<file path="src/rtl/lsf_pkg.sv">
// Purpose: constants for the lane status flag block
// Assumes: one 25 MHz clock, synchronous active-low reset
// Notes: register byte address is four times the register index
// Operation
// - transmit FIFO collision sets lane flag bits 15..12 and resets that FIFO
// - code word or disparity error sets lane flag bits 11..8, default zero
// - pattern check ok bits 7..4 default one, drop on checker error
// - a lane status read returns a dropped pattern check ok bit to one
// - signal lost report sets lane flag bits 3..0, default zero
// - collision, decode and signal lost flags clear when read
// - align bit 4 sets on deskew realignment, held until a sync status read
// - receive FIFO collision sets sync bits 3..0 and resets that FIFO
// - sync status bits 15..5 always read zero
// - each lane pin can mirror its signal lost or pattern check ok bit
package lsf_pkg;
   localparam int LANES = 4;
   localparam int ADDR_W = 8;
   localparam int DATA_W = 32;
   localparam int REG_W = 16;
   // register indices as printed, byte address is index times four
   localparam logic [ADDR_W-1:0] LANE_STATUS_IDX = 8'h16;
   localparam logic [ADDR_W-1:0] LANE_SYNC_STATUS_IDX = 8'h17;
   localparam logic [ADDR_W-1:0] IRQ_STATUS_IDX = 8'h20;
   localparam logic [ADDR_W-1:0] IRQ_CLEAR_IDX = 8'h21;
   localparam logic [ADDR_W-1:0] IRQ_ENABLE_IDX = 8'h22;
   localparam logic [ADDR_W-1:0] PIN_SELECT_IDX = 8'h23;
   // field positions
   localparam int TX_COLL_LSB = 12;
   localparam int DECODE_LSB = 8;
   localparam int PASS_LSB = 4;
   localparam int LOSS_LSB = 0;
   localparam int ALIGN_BIT = 4;
   localparam int RX_COLL_LSB = 0;
   localparam int SEL_W = 2;
   // interrupt status layout
   localparam int IRQ_W = 6;
   localparam int IRQ_TX_COLL = 0;
   localparam int IRQ_DECODE = 1;
   localparam int IRQ_PATTERN = 2;
   localparam int IRQ_LOSS = 3;
   localparam int IRQ_ALIGN = 4;
   localparam int IRQ_RX_COLL = 5;
   // pin source select codes
   localparam logic [SEL_W-1:0] SEL_LEVEL = 2'h0;
   localparam logic [SEL_W-1:0] SEL_COMMA = 2'h1;
   localparam logic [SEL_W-1:0] SEL_LOSS = 2'h2;
   localparam logic [SEL_W-1:0] SEL_PASS = 2'h3;
   // reset values
   localparam logic PASS_RESET = 1'h1;
   localparam logic FLAG_RESET = 1'h0;
   localparam logic LEVEL_PIN_VALUE = 1'h1;
   localparam logic [1:0] HTRANS_NONSEQ = 2'h2;
endpackage

</file>
<file path="src/rtl/lsf_lane_if.sv">
// Purpose: carries one lane's events, strobes and flags
// Assumes: both ends on clk_in
// Notes: top drives events and strobes, lane drives flags
`timescale 1ns/1ps
`default_nettype none
interface lsf_lane_if;
   logic tx_coll;
   logic rx_coll;
   logic dec_err;
   logic pat_err;
   logic sig_loss;
   logic comma;
   logic rd_status;
   logic rd_sync;
   logic [lsf_pkg::SEL_W-1:0] pin_sel;
   logic tx_coll_flag;
   logic rx_coll_flag;
   logic dec_flag;
   logic pattern_check_ok;
   logic signal_lost;
   logic tx_fifo_rst;
   logic rx_fifo_rst;
   logic multifunction_out_pin;
   modport lane (
      input tx_coll, rx_coll, dec_err, pat_err, sig_loss, comma,
      input rd_status, rd_sync, pin_sel,
      output tx_coll_flag, rx_coll_flag, dec_flag, pattern_check_ok,
      output signal_lost, tx_fifo_rst, rx_fifo_rst, multifunction_out_pin
   );
   modport top (
      output tx_coll, rx_coll, dec_err, pat_err, sig_loss, comma,
      output rd_status, rd_sync, pin_sel,
      input tx_coll_flag, rx_coll_flag, dec_flag, pattern_check_ok,
      input signal_lost, tx_fifo_rst, rx_fifo_rst, multifunction_out_pin
   );
endinterface
`default_nettype wire

</file>
<file path="src/rtl/lsf_lane.sv">
// Purpose: sticky flags, FIFO resets and pin mirror for one lane
// Assumes: rd strobes are one cycle, set on the accepted read
// Notes: events win over clearing reads
`timescale 1ns/1ps
`default_nettype none
module lsf_lane (
   input wire logic clk_in,
   input wire logic rstn_in,
   lsf_lane_if.lane lane
);
   logic tx_reg, tx_next, rx_reg, rx_next, dec_reg, dec_next;
   logic pass_reg, pass_next, loss_reg, loss_next;
   logic txr_reg, txr_next, rxr_reg, rxr_next, pin_reg, pin_next;

   // next flag values, set beats clear
   always_comb
   begin
      tx_next = lane.tx_coll | (tx_reg & ~lane.rd_status);
      dec_next = lane.dec_err | (dec_reg & ~lane.rd_status);
      loss_next = lane.sig_loss | (loss_reg & ~lane.rd_status);
      rx_next = lane.rx_coll | (rx_reg & ~lane.rd_sync);
      if (lane.pat_err)
         pass_next = 1'b0;
      else if (lane.rd_status)
         pass_next = 1'b1;
      else
         pass_next = pass_reg;
      txr_next = lane.tx_coll;
      rxr_next = lane.rx_coll;
      case (lane.pin_sel)
         lsf_pkg::SEL_LEVEL: pin_next = lsf_pkg::LEVEL_PIN_VALUE;
         lsf_pkg::SEL_COMMA: pin_next = lane.comma;
         lsf_pkg::SEL_LOSS: pin_next = loss_reg;
         lsf_pkg::SEL_PASS: pin_next = pass_reg;
         default: pin_next = lsf_pkg::LEVEL_PIN_VALUE;
      endcase
   end

   // flag registers
   always_ff @(posedge clk_in)
   begin
      if (!rstn_in)
      begin
         tx_reg <= lsf_pkg::FLAG_RESET;
         rx_reg <= lsf_pkg::FLAG_RESET;
         dec_reg <= lsf_pkg::FLAG_RESET;
         loss_reg <= lsf_pkg::FLAG_RESET;
         pass_reg <= lsf_pkg::PASS_RESET;
         txr_reg <= lsf_pkg::FLAG_RESET;
         rxr_reg <= lsf_pkg::FLAG_RESET;
         pin_reg <= lsf_pkg::LEVEL_PIN_VALUE;
      end
      else
      begin
         tx_reg <= tx_next;
         rx_reg <= rx_next;
         dec_reg <= dec_next;
         loss_reg <= loss_next;
         pass_reg <= pass_next;
         txr_reg <= txr_next;
         rxr_reg <= rxr_next;
         pin_reg <= pin_next;
      end
   end

   assign lane.tx_coll_flag = tx_reg;
   assign lane.rx_coll_flag = rx_reg;
   assign lane.dec_flag = dec_reg;
   assign lane.pattern_check_ok = pass_reg;
   assign lane.signal_lost = loss_reg;
   assign lane.tx_fifo_rst = txr_reg;
   assign lane.rx_fifo_rst = rxr_reg;
   assign lane.multifunction_out_pin = pin_reg;
endmodule // lsf_lane
`default_nettype wire

</file>
<file path="src/rtl/lsf_top.sv">
// Purpose: lane status flag registers behind an AHB-Lite slave
// Assumes: single transfers, zero wait states, OKAY response always
// Notes: reads take data and clear flags at the address phase edge
`timescale 1ns/1ps
`default_nettype none
module lsf_top (
   input wire logic clk_in,
   input wire logic rstn_in,
   input wire logic hsel_in,
   input wire logic [31:0] haddr_in,
   input wire logic [1:0] htrans_in,
   input wire logic hwrite_in,
   input wire logic [2:0] hsize_in,
   input wire logic [31:0] hwdata_in,
   input wire logic hready_in,
   output logic [31:0] hrdata_out,
   output logic hreadyout_out,
   output logic hresp_out,
   input wire logic [3:0] tx_fifo_collision_in,
   input wire logic [3:0] rx_fifo_collision_in,
   input wire logic [3:0] decode_error_in,
   input wire logic [3:0] pattern_error_in,
   input wire logic [3:0] signal_lost_in,
   input wire logic [3:0] comma_detect_in,
   input wire logic lane_align_in,
   output logic [3:0] tx_fifo_reset_out,
   output logic [3:0] rx_fifo_reset_out,
   output logic [3:0] multifunction_out_pin_out,
   output logic irq_out
);
   localparam int L = lsf_pkg::LANES;
   localparam int SW = lsf_pkg::SEL_W;
   localparam int IW = lsf_pkg::IRQ_W;

   // register index from a byte address
   function automatic logic [lsf_pkg::ADDR_W-1:0] reg_idx(input logic [31:0] addr);
      reg_idx = addr[lsf_pkg::ADDR_W+1:2];
   endfunction

   // true when a byte address selects the given register index
   function automatic logic hits(input logic [31:0] addr,
                                 input logic [lsf_pkg::ADDR_W-1:0] idx);
      hits = (addr[31:lsf_pkg::ADDR_W+2] == '0) && (reg_idx(addr) == idx);
   endfunction

   lsf_lane_if lanes [L] ();

   logic [lsf_pkg::REG_W-1:0] status_vec;
   logic [lsf_pkg::REG_W-1:0] sync_vec;
   logic [L-1:0] tx_flags, rx_flags, dec_flags, pass_flags, loss_flags;
   logic [L-1:0] pins, txr, rxr;
   logic accept, rd_accept, rd_status, rd_sync;
   logic align_reg, align_next;
   logic wr_pend_reg, wr_pend_next;
   logic [lsf_pkg::ADDR_W-1:0] wr_idx_reg, wr_idx_next;
   logic [31:0] rdata_reg, rdata_next;
   logic [IW-1:0] irq_stat_reg, irq_stat_next;
   logic [IW-1:0] irq_en_reg, irq_en_next;
   logic [IW-1:0] irq_events, irq_clear;
   logic [L*SW-1:0] pin_sel_reg, pin_sel_next;
   logic irq_reg, irq_next;

   // address phase decode
   assign accept = hsel_in & hready_in & (htrans_in == lsf_pkg::HTRANS_NONSEQ);
   assign rd_accept = accept & ~hwrite_in;
   assign rd_status = rd_accept & hits(haddr_in, lsf_pkg::LANE_STATUS_IDX);
   assign rd_sync = rd_accept & hits(haddr_in, lsf_pkg::LANE_SYNC_STATUS_IDX);

   // one lane block per lane
   genvar g;
   generate
      for (g = 0; g < L; g++)
      begin : g_lane
         assign lanes[g].tx_coll = tx_fifo_collision_in[g];
         assign lanes[g].rx_coll = rx_fifo_collision_in[g];
         assign lanes[g].dec_err = decode_error_in[g];
         assign lanes[g].pat_err = pattern_error_in[g];
         assign lanes[g].sig_loss = signal_lost_in[g];
         assign lanes[g].comma = comma_detect_in[g];
         assign lanes[g].rd_status = rd_status;
         assign lanes[g].rd_sync = rd_sync;
         assign lanes[g].pin_sel = pin_sel_reg[g*SW +: SW];
         assign tx_flags[g] = lanes[g].tx_coll_flag;
         assign rx_flags[g] = lanes[g].rx_coll_flag;
         assign dec_flags[g] = lanes[g].dec_flag;
         assign pass_flags[g] = lanes[g].pattern_check_ok;
         assign loss_flags[g] = lanes[g].signal_lost;
         assign txr[g] = lanes[g].tx_fifo_rst;
         assign rxr[g] = lanes[g].rx_fifo_rst;
         assign pins[g] = lanes[g].multifunction_out_pin;
         lsf_lane u_lane (
            .clk_in(clk_in),
            .rstn_in(rstn_in),
            .lane(lanes[g])
         );
      end
   endgenerate

   // read views of the two status registers
   always_comb
   begin
      status_vec = '0;
      status_vec[lsf_pkg::TX_COLL_LSB +: L] = tx_flags;
      status_vec[lsf_pkg::DECODE_LSB +: L] = dec_flags;
      status_vec[lsf_pkg::PASS_LSB +: L] = pass_flags;
      status_vec[lsf_pkg::LOSS_LSB +: L] = loss_flags;
      sync_vec = '0;
      sync_vec[lsf_pkg::ALIGN_BIT] = align_reg;
      sync_vec[lsf_pkg::RX_COLL_LSB +: L] = rx_flags;
   end

   // interrupt events, one bit per kind, all lanes merged
   always_comb
   begin
      irq_events = '0;
      irq_events[lsf_pkg::IRQ_TX_COLL] = |tx_fifo_collision_in;
      irq_events[lsf_pkg::IRQ_DECODE] = |decode_error_in;
      irq_events[lsf_pkg::IRQ_PATTERN] = |pattern_error_in;
      irq_events[lsf_pkg::IRQ_LOSS] = |signal_lost_in;
      irq_events[lsf_pkg::IRQ_ALIGN] = lane_align_in;
      irq_events[lsf_pkg::IRQ_RX_COLL] = |rx_fifo_collision_in;
   end

   // next value of the align flag, set beats the clearing read
   always_comb
   begin
      align_next = lane_align_in | (align_reg & ~rd_sync);
   end

   // align flag register
   always_ff @(posedge clk_in)
   begin
      if (!rstn_in)
      begin
         align_reg <= lsf_pkg::FLAG_RESET;
      end
      else
      begin
         align_reg <= align_next;
      end
   end

   // next bus state; the status registers have no write path
   always_comb
   begin
      wr_pend_next = accept & hwrite_in;
      wr_idx_next = accept ? reg_idx(haddr_in) : wr_idx_reg;
      rdata_next = rdata_reg;
      // read data captured at the address phase edge
      if (rd_accept)
      begin
         rdata_next = '0;
         if (hits(haddr_in, lsf_pkg::LANE_STATUS_IDX))
            rdata_next[lsf_pkg::REG_W-1:0] = status_vec;
         else if (hits(haddr_in, lsf_pkg::LANE_SYNC_STATUS_IDX))
            rdata_next[lsf_pkg::REG_W-1:0] = sync_vec;
         else if (hits(haddr_in, lsf_pkg::IRQ_STATUS_IDX))
            rdata_next[IW-1:0] = irq_stat_reg;
         else if (hits(haddr_in, lsf_pkg::IRQ_ENABLE_IDX))
            rdata_next[IW-1:0] = irq_en_reg;
         else if (hits(haddr_in, lsf_pkg::PIN_SELECT_IDX))
            rdata_next[L*SW-1:0] = pin_sel_reg;
      end
   end

   // bus state registers
   always_ff @(posedge clk_in)
   begin
      if (!rstn_in)
      begin
         wr_pend_reg <= lsf_pkg::FLAG_RESET;
         wr_idx_reg <= '0;
         rdata_reg <= '0;
      end
      else
      begin
         wr_pend_reg <= wr_pend_next;
         wr_idx_reg <= wr_idx_next;
         rdata_reg <= rdata_next;
      end
   end

   // next interrupt state, set beats clear
   always_comb
   begin
      irq_en_next = irq_en_reg;
      irq_clear = '0;
      if (wr_pend_reg && (wr_idx_reg == lsf_pkg::IRQ_CLEAR_IDX))
         irq_clear = hwdata_in[IW-1:0];
      if (wr_pend_reg && (wr_idx_reg == lsf_pkg::IRQ_ENABLE_IDX))
         irq_en_next = hwdata_in[IW-1:0];
      irq_stat_next = irq_events | (irq_stat_reg & ~irq_clear);
      irq_next = |(irq_stat_next & irq_en_next);
   end

   // interrupt registers
   always_ff @(posedge clk_in)
   begin
      if (!rstn_in)
      begin
         irq_stat_reg <= '0;
         irq_en_reg <= '0;
         irq_reg <= lsf_pkg::FLAG_RESET;
      end
      else
      begin
         irq_stat_reg <= irq_stat_next;
         irq_en_reg <= irq_en_next;
         irq_reg <= irq_next;
      end
   end

   // next lane pin source select
   always_comb
   begin
      pin_sel_next = pin_sel_reg;
      if (wr_pend_reg && (wr_idx_reg == lsf_pkg::PIN_SELECT_IDX))
         pin_sel_next = hwdata_in[L*SW-1:0];
   end

   // pin source select register
   always_ff @(posedge clk_in)
   begin
      if (!rstn_in)
      begin
         pin_sel_reg <= '0;
      end
      else
      begin
         pin_sel_reg <= pin_sel_next;
      end
   end

   // outputs
   assign hrdata_out = rdata_reg;
   assign hreadyout_out = 1'b1;
   assign hresp_out = 1'b0;
   assign tx_fifo_reset_out = txr;
   assign rx_fifo_reset_out = rxr;
   assign multifunction_out_pin_out = pins;
   assign irq_out = irq_reg;
endmodule // lsf_top
`default_nettype wire

</file>
<file path="config.mk">
export PLATFORM = sky130hd
export DESIGN_NAME = lsf_top
export DESIGN_NICKNAME = d
export VERILOG_FILES = /design/src/rtl/lsf_pkg.sv /design/src/rtl/lsf_lane_if.sv /design/src/rtl/lsf_lane.sv /design/src/rtl/lsf_top.sv
export SDC_FILE = /design/constraint.sdc
export NUM_CORES = 1
export LEC_CHECK = 0
export BUFFER_PORTS_ARGS = -buffer_cell sky130_fd_sc_hd__buf_2
export CAP_MARGIN = 20
export CORE_MARGIN = 5
export CORE_UTILIZATION = 35
export CTS_BUF_LIST = sky130_fd_sc_hd__clkbuf_16
export DETAILED_ROUTE_END_ITERATION = 7
export PLACE_DENSITY = 0.65
export SYNTH_ARGS = -nofsm -noshare
export SYNTH_HDL_FRONTEND = slang
export SYNTH_HIERARCHICAL = 1
export SYNTH_SLANG_ARGS = --single-unit
export TNS_END_PERCENT = 1
</file>
<file path="constraint.sdc">
create_clock -name clk_in -period 2.7 [get_ports clk_in]
set_input_delay 0.405 -clock clk_in [delete_from_list [all_inputs] [get_ports clk_in]]
set_output_delay 0.405 -clock clk_in [all_outputs]
set_load 0.02 [all_outputs]
</file>
==> results of run 1 <==
per-stage QoR:
step / power, µW / cells / setup WS, ns / hold WS (ns) / area (µm²)
finish: 2590 / 610 / 0.555 / 0.285 / 4230
global route: 2690 / 610 / 0.458 / 0.288 / 4230
CTS: 2620 / 609 / 0.546 / 0.281 / 4230
detailed placement: 1450 / 593 / 0.367 / 0.464 / 3940
global placement: 1450 / 593 / 0.508 / 0.453 / 3940
floorplan: 1390 / 405 / 0.671 / 0.444 / 3570
cells in the final DEF (no fill, tap or decap), types with 2 or more instances in the layout:
cell type and count:
buf_2 98, nor3_1 3, o21ai_0 12, nor2b_1 16, nand2_1 46, a22oi_1 12
o21bai_1 2, nand3_1 8, and2_2 9, and3_1 5, and2_1 4, nand4b_1 2
a21oi_1 22, dfxtp_1 79, o21a_1 18, buf_4 6, nor4_1 5, nor2_1 26
a21boi_0 2, clkinv_2 2, a31oi_1 9, or4_1 7, a221o_1 2, clkbuf_16 9
conb_1 18, mux2i_1 15, nand4_1 3, or2_2 5, or3_1 3, inv_1 6
clkinv_1 2, and4bb_1 4
cells by family after synthesis:
kind of cell           Yosys count  share of synthesized area [%]
and+or+nand+nor                154                           24.2
AOI/OAI and AO/OA               82                           15.1
DFF                             79                           45.0
buffers and inverters           55                           10.4
muxes                           17                           5.02
other                            2                          0.214
final cells by class:
cell class	count	area (µm²)	area share (%)
Clock inverter	7	63.8	1.51
Clock buffer	9	225	5.32
Timing Repair Buffer	104	536	12.7
Inverter	6	22.5	0.532
Multi-Input combinational cell	271	1640	38.6
Tap cell	133	166	3.93
Antenna cell	1	2.50	0.0591
Sequential cell	79	1580	37.4
Yosys cell counts (2+ instances only):
library cell	number
nor3_1	3
clkbuf_1	7
nand4b_1	2
a31oi_1	9
or3_1	3
and3_1	5
a21oi_1	22
o21bai_1	2
and2_2	9
a22oi_1	12
or4_1	7
nand3_1	8
o21a_1	18
buf_6	5
buf_4	31
mux2i_1	15
nor4_1	5
dfxtp_1	79
nand4_1	3
nor2b_1	16
inv_1	6
nor2_1	26
or2_2	5
and4bb_1	4
a21boi_0	2
a221o_1	2
conb_1	2
nand2_1	46
and2_1	4
buf_2	5
o21ai_0	12
per-layer routing:
layer  vias to the layer above  part of all wire, %  wire length, µm  global-route usage, %
met2                        92                   47             4210                   25.0
met1                      1333                   43             3850                   18.6
li1                       1475                    -                -                      -
met5                         -                 0.11               10                      0
met4                         2                  1.4              122                   4.40
met3                        12                  8.1              725                   4.54
where the power goes:
part / total [µW] / internal, µW / switching [µW]
clock network: 1160 / 707 / 456
registers: 1220 / 1200 / 19.7
logic: 206 / 87.4 / 119
worst paths after layout:
check / slack (ns) / to / depth (start not counted) / start
max: 0.56 / irq_out / 5 / wr_idx_reg[2]
min: 0.29 / g_lane[2].u_lane/lane.pattern_check_ok / 2 / pattern_error_in[2]
max reg2reg: 0.56 / irq_out / 5 / wr_idx_reg[2]
min reg2reg: 0.47 / hrdata_out[0] / 2 / hrdata_out[0]
==> run_results.csv, run 1 <==
group,metric,value,unit
clocking,ctsHoldBuffers,0,
worst_setup_path,crit_buf_inv,0,
worst_setup_path,critical_path.top_delay_family,"simple AND/OR/NAND/NOR gates",
timing,finalSetupViolations,0,
worst_setup_path,cp_slowest_cell,"or4_1",
die,coreArea,9770,µm²
timing,final_hold_viol_count,0,
clocking,cts_tree,"built",
route,wl_per_cell,14.6,µm
finish,final_util,43.3,%
synth,synth_top_area_share,45.0,%
timing,slew_headroom,61.4,%
die,die_w,110,µm
timing,fin_crit_sh,79.4,%
worst_setup_path,cp-start-kind,"flop",
finish,area_growth,20.4,%
finish,nets,570,
worst_setup_path,cp-end-kind,"flop",
place,port_buffers,98,
route,via_per_inst,4.78,
worst_setup_path,slowest_delay,0.62,ns
die,chipHeight,110,µm
die,start_util,36.0,%
synth,ys_seq_area_share,45.0,%
timing,maxSlewViolCount,0,
clocking,cts_resized,0,
synth,synthCells,389,
route,drc,0,
route,vias,2914,
clocking,postCtsSetupRepairBufs,0,
synth,syn_area,3510,µm²
route,drt_pass1_iterations,4,
die,rows,36,
power_and_ir_drop,vdd_drop_max,0.000404,V
clocking,h-tree-depth,3,
grt,overflow,0,
grt,grt_max_degree,47,
place,hpwl,6870,µm
worst_setup_path,critPathKind,"flop to flop",
flow_run,drv_cap,0,
timing,layout_min_cycle_time,2.14,ns
timing,clock_skew,0.00724,ns
place,gp_congestion,0.809,
power_and_ir_drop,total_leakage_power,0.00180,µW
worst_setup_path,cp_data_required_time,2.89,ns
synth,yosys_most_used_dff,"dfxtp_1",
synth,synth_area_leaders,"dfxtp_1 45%, buf_4 6.6%, nand2_1 4.9%",
outcome,status,"finished, final reports clean",
synth,ys_seq_elements,79,
worst_setup_path,cp_max_fo,6,
route,ant_nets,0,
synth,async_flop_share,0,%
synth,ys_types,45,
finish,drive_gt1_share,28.8,%
grt,antenna_found_initial,2,
clocking,cts_buffers,9,
synth,synth_area_per_cell,9.04,µm²
die,die_area,12100,µm²
finish,fillerInstances,958,
finish,largest_reg_flops,16,
route,drtIter0Drc,119,
grt,grt_pass1_wl,14000,µm
grt,track_usage,15.0,%
clocking,root_buffer,"clkbuf_16",
synth,yosys.area.top_type,"dfxtp_1",
clocking,clock_latency,0.33,ns
synth,synth_edf_count,0,
timing,tightest_slew,0.571,ns
route,drt-total-wl,8920,µm
power_and_ir_drop,cellPowerDensity,612,nW/µm²
clocking,clk_pin_slew_worst_paths,0.06,ns
min_path,hold_class,"primary input to flop",
clocking,numClockSinks,79,
clocking,clock_path_buffers,2,
die,ioPinCount,146,
worst_setup_path,crit_path_cell_trace,"or3_1 > or4_1 > mux2_4 > a22oi_2 > a41oi_1",
timing,fmax,466,MHz
timing,fin_setup_tns,0,ns
synth,yosysWarnings,6,
grt,grt_pass1_vias,2867,
timing,rsz0062_at_grt,"false",
worst_setup_path,crit_arrival,2.33,ns
Note: power is estimated with default switching activity, not from simulation.
==> run 2, diff against run 1 <==
- PLACE_DENSITY: 0.65 -> 0.68
- clock period: 2.7 -> 1.8 ns (I/O delays scaled with it)
==> run 2 against run 1 <==
The flow now finishes with violations (negative setup slack); die area unchanged; critical path depth stayed put; maximum frequency increased by 11%; hold slack got worse by 0.15 ns; via count increased by 5.0%; setup slack got worse by 0.68 ns; clock skew is 0.00055 ns higher; final cell count increased by 3.8%; utilization rose by 2.2 points; global-route usage grew 0.31 points; critical path type unchanged.
==> run_results.csv, run 2 (synthesis gave the netlist of run 1 again) <==
group,metric,value,unit
grt,overflow,0,
timing,rsz0062_at_grt,"true",
worst_setup_path,cp-end-kind,"flop",
timing,finalSetupViolations,3,
clocking,ctsHoldBuffers,0,
worst_setup_path,cp_max_fo,5,
timing,fin_crit_sh,107,%
finish,drive_gt1_share,33.8,%
clocking,cts_buffers,9,
power_and_ir_drop,vdd_drop_max,0.000566,V
finish,nets,594,
die,chipHeight,110,µm
clocking,h-tree-depth,3,
finish,area_growth,26.6,%
worst_setup_path,slowest_delay,0.49,ns
power_and_ir_drop,power.total,3950,µW
place,gp_congestion,0.823,
outcome,status,"finished with violations",
route,ant_nets,0,
timing,fin_setup_tns,-0.136,ns
grt,antenna_found_initial,0,
timing,worst_slack,-0.128,ns
finish,diodes,0,
die,rows,36,
timing,fmax,519,MHz
flow_run,drv_cap,0,
outcome,violations,"negative setup slack",
clocking,clock_path_buffers,2,
timing,clock_skew,0.00778,ns
power_and_ir_drop,cellPowerDensity,888,nW/µm²
worst_setup_path,critPathKind,"flop to flop",
clocking,clock_latency,0.34,ns
die,die_area,12100,µm²
grt,track_usage,15.3,%
route,via_per_inst,4.83,
die,ioPinCount,146,
clocking,root_buffer,"clkbuf_16",
worst_setup_path,cp_slowest_cell,"or4_4",
finish,largest_reg_flops,16,
clocking,numClockSinks,79,
finish,layout_common_cells,"98 x buf_2, 78 x dfxtp_1, 46 x nand2_1",
route,drt-total-wl,9180,µm
worst_setup_path,crit_path_cell_trace,"or3_4 > or4_4 > mux2_4 > a22oi_2 > a41oi_1",
min_path,hold_class,"primary input to flop",
place,port_buffers,98,
route,drt_pass1_iterations,4,
route,wl_per_cell,14.5,µm
grt,grt_pass1_vias,3008,
route,drtIter0Drc,126,
clocking,cts_tree,"built",
die,start_util,36.0,%
route,drc,0,
worst_setup_path,crit_arrival,2.14,ns
die,die_w,110,µm
finish,final_common_cell,"buf_2",
worst_setup_path,cp-start-kind,"flop",
clocking,clk_pin_slew_worst_paths,0.07,ns
route,vias,3060,
grt,grt_max_degree,47,
place,hpwl,6970,µm
worst_setup_path,cp_data_required_time,2.01,ns
clocking,cts_resized,2,
timing,layout_min_cycle_time,1.93,ns
power_and_ir_drop,total_leakage_power,0.00193,µW
timing,maxSlewViolCount,0,
clocking,postCtsSetupRepairBufs,0,
die,coreArea,9770,µm²
grt,grt_pass1_wl,14400,µm
timing,final_hold_viol_count,0,
## run 2: cell types whose count changed in the layout (fill, tap and decap cells not counted), sizes merged
cell and delta:
buf +24, inv +7, clkinv -5, bufinv -1, clkinvlp -1, diode -1
## run 2: path summary, 6_finish.rpt
path / depth (start not counted) / slack (ns) / startpoint / end
hold reg to reg: 2 / 0.47 / hrdata_out[1] / hrdata_out[1]
setup / recovery: 5 / -0.13 / wr_idx_reg[2] / irq_out
hold / removal: 2 / 0.14 / pattern_error_in[3] / g_lane[3].u_lane/lane.pattern_check_ok
setup reg to reg: 5 / -0.13 / wr_idx_reg[2] / irq_out
## run 2: where the power goes
group	internal [µW]	switching (µW)	leakage [µW]	total, µW
registers	1800	30.2	0.000649	1830
clock network	983	804	0.000147	1790
logic	147	182	0.00113	330
## run 2: critical path, delay by kind of cell (launching register included)
kind | cells | cell delay [ns]
simple gates | 2 | 0.87
flops | 1 | 0.32
mux | 1 | 0.34
compound gates | 2 | 0.27
## run 2: cell type report
| class | count | area [µm²] |
|---|---|---|
| clock buffer | 9 | 225 |
| clock inverter | 7 | 68.8 |
| fill | 988 | 5330 |
| inverter | 6 | 22.5 |
| multi-input combinational | 271 | 1650 |
| sequential | 79 | 1580 |
| tap | 133 | 166 |
| timing repair buffer | 128 | 732 |
## run 2: routing by layer
layer	share of wire [%]	up-vias	track usage [%]
met5	0	-	0
met4	2.6	0	6.16
met3	8.7	20	4.54
met2	47	116	24.9
met1	42	1399	18.9
li1	-	1525	-
## run 2: stage by stage
| stage | instance area [µm²] | util (%) | worst slack [ns] | cells | hold WS, ns |
|---|---|---|---|---|---|
| floorplan | 3570 | - | -0.121 | 405 | 0.381 |
| global placement | 4130 | 42.3 | -0.191 | 617 | 0.457 |
| detailed placement | 4130 | 42.3 | -0.239 | 617 | 0.465 |
| CTS | 4440 | 45.4 | -0.125 | 633 | 0.131 |
| global route | 4450 | 45.5 | -0.186 | 633 | 0.156 |
| finish | 4450 | 45.5 | -0.128 | 633 | 0.140 |
==> run 3, diff against run 2 <==
- PLACE_DENSITY: 0.68 -> not set
==> run 3 against run 2 <==
Clock skew hardly changed; final cell count is 0.16% higher; sequential share of layout area is 0.75 points lower; clock power is 15% higher; critical endpoint unchanged; the run still ends with negative setup slack left; utilization is 0.95 points higher; global-route usage is 0.39 points higher.
==> run_results.csv, run 3 (synthesis gave the netlist of run 1 again) <==
group,metric,value,unit
power_and_ir_drop,vdd_drop_max,0.000437,V
power_and_ir_drop,cellPowerDensity,932,nW/µm²
clocking,clock_path_buffers,2,
place,gp_congestion,0.778,
timing,fin_setup_tns,-0.323,ns
grt,grt_pass1_wl,14700,µm
finish,largest_reg_flops,16,
die,coreArea,9770,µm²
timing,fin_crit_sh,109,%
clocking,numClockSinks,79,
timing,clock_skew,0.00783,ns
clocking,cts_buffers,9,
clocking,root_buffer,"clkbuf_16",
clocking,cts_tree,"built",
die,die_area,12100,µm²
route,vias,3035,
finish,layout_common_cells,"98 x buf_2, 79 x dfxtp_1, 46 x nand2_1",
finish,drive_gt1_share,34.3,%
clocking,h-tree-depth,3,
finish,diodes,0,
route,wl_per_cell,14.8,µm
timing,maxSlewViolCount,0,
grt,track_usage,15.7,%
flow_run,drv_cap,0,
route,ant_nets,0,
timing,whs,0.130,ns
outcome,status,"finished with violations",
power_and_ir_drop,total_leakage_power,0.00196,µW
finish,multi_input_area,1690,µm²
die,start_util,36.0,%
clocking,clk_pin_slew_worst_paths,0.07,ns
timing,fmax,510,MHz
timing,layout_min_cycle_time,1.96,ns
timing,finalSetupViolations,4,
timing,final_hold_viol_count,0,
min_path,hold_class,"primary input to flop",
worst_setup_path,cp_max_fo,6,
worst_setup_path,cp-start-kind,"flop",
worst_setup_path,crit_arrival,2.17,ns
grt,antenna_found_initial,0,
timing,rsz0062_at_grt,"true",
finish,regArea,1580,µm²
timing,worst_slack,-0.161,ns
place,port_buffers,98,
die,rows,36,
worst_setup_path,cp_data_required_time,2.01,ns
route,via_per_inst,4.79,
finish,final_common_cell,"buf_2",
finish,fillerInstances,971,
grt,grt_max_degree,33,
die,ioPinCount,146,
route,drt_pass1_iterations,4,
worst_setup_path,critPathKind,"flop to flop",
route,drt-total-wl,9380,µm
die,chipHeight,110,µm
place,hpwl,7040,µm
route,drtIter0Drc,115,
route,drc,0,
clocking,clock_latency,0.34,ns
outcome,violations,"negative setup slack",
worst_setup_path,cp-end-kind,"flop",
die,die_w,110,µm
grt,grt_pass1_vias,3026,
finish,area_growth,29.2,%
grt,overflow,0,
finish,nets,595,
## run 3: final timing paths
| check | from | end | slack (ns) | cells past startpoint |
|---|---|---|---|---|
| max | wr_idx_reg[2] | irq_out | -0.16 | 5 |
| min reg2reg | hrdata_out[1] | hrdata_out[1] | 0.46 | 2 |
| max reg2reg | wr_idx_reg[2] | irq_out | -0.16 | 5 |
| min | pattern_error_in[1] | g_lane[1].u_lane/lane.pattern_check_ok | 0.13 | 2 |
## run 3: what timing repair did
| item | 4_1_cts | 5_1_grt |
|---|---|---|
| pin swaps | 1 | 0 |
| setup buffers | 1 | 0 |
| gates resized for setup | 5 | 8 |
| hold buffers | 0 | 0 |
| setup endpoints to repair | 5 | 9 |
## run 3: critical path, stage by stage, from the launching register on
cell	delay, ns
dfxtp_1	0.31
or3_4	0.39
or4_4	0.51
mux2_4	0.35
a22oi_2	0.16
a41oi_2	0.10
## run 3: routing by layer
metal | share of wire (%) | vias up | GRT usage [%]
met1 | 42 | 1402 | 18.6
li1 | - | 1524 | -
met4 | 2.5 | 0 | 6.60
met5 | 0 | - | 0
met3 | 6.7 | 19 | 4.31
met2 | 49 | 90 | 26.7
## run 3: through the flow
step                cells  area [µm²]  setup WS [ns]  util (%)  total power, µW
CTS                   635        4520         -0.193      46.2             4260
detailed placement    618        4150         -0.228      42.5             2200
global placement      618        4150         -0.199      42.5             2190
global route          634        4540         -0.207      46.5             4380
floorplan             405        3570         -0.121         -             2090
finish                634        4540         -0.161      46.5             4230
## run 3: final cells by class
type                       instances  area share, %
multi-input combinational        271           37.1
sequential                        79           34.8
timing repair buffer             129           16.6
clock buffer                       9           4.96
tap                              133           3.66
clock inverter                     7           2.40
inverter                           6          0.496
## run 3: power by group
| group | total [µW] | switching [µW] | internal [µW] |
|---|---|---|---|
| logic | 337 | 188 | 150 |
| registers | 1830 | 29.4 | 1800 |
| clock network | 2060 | 814 | 1250 |
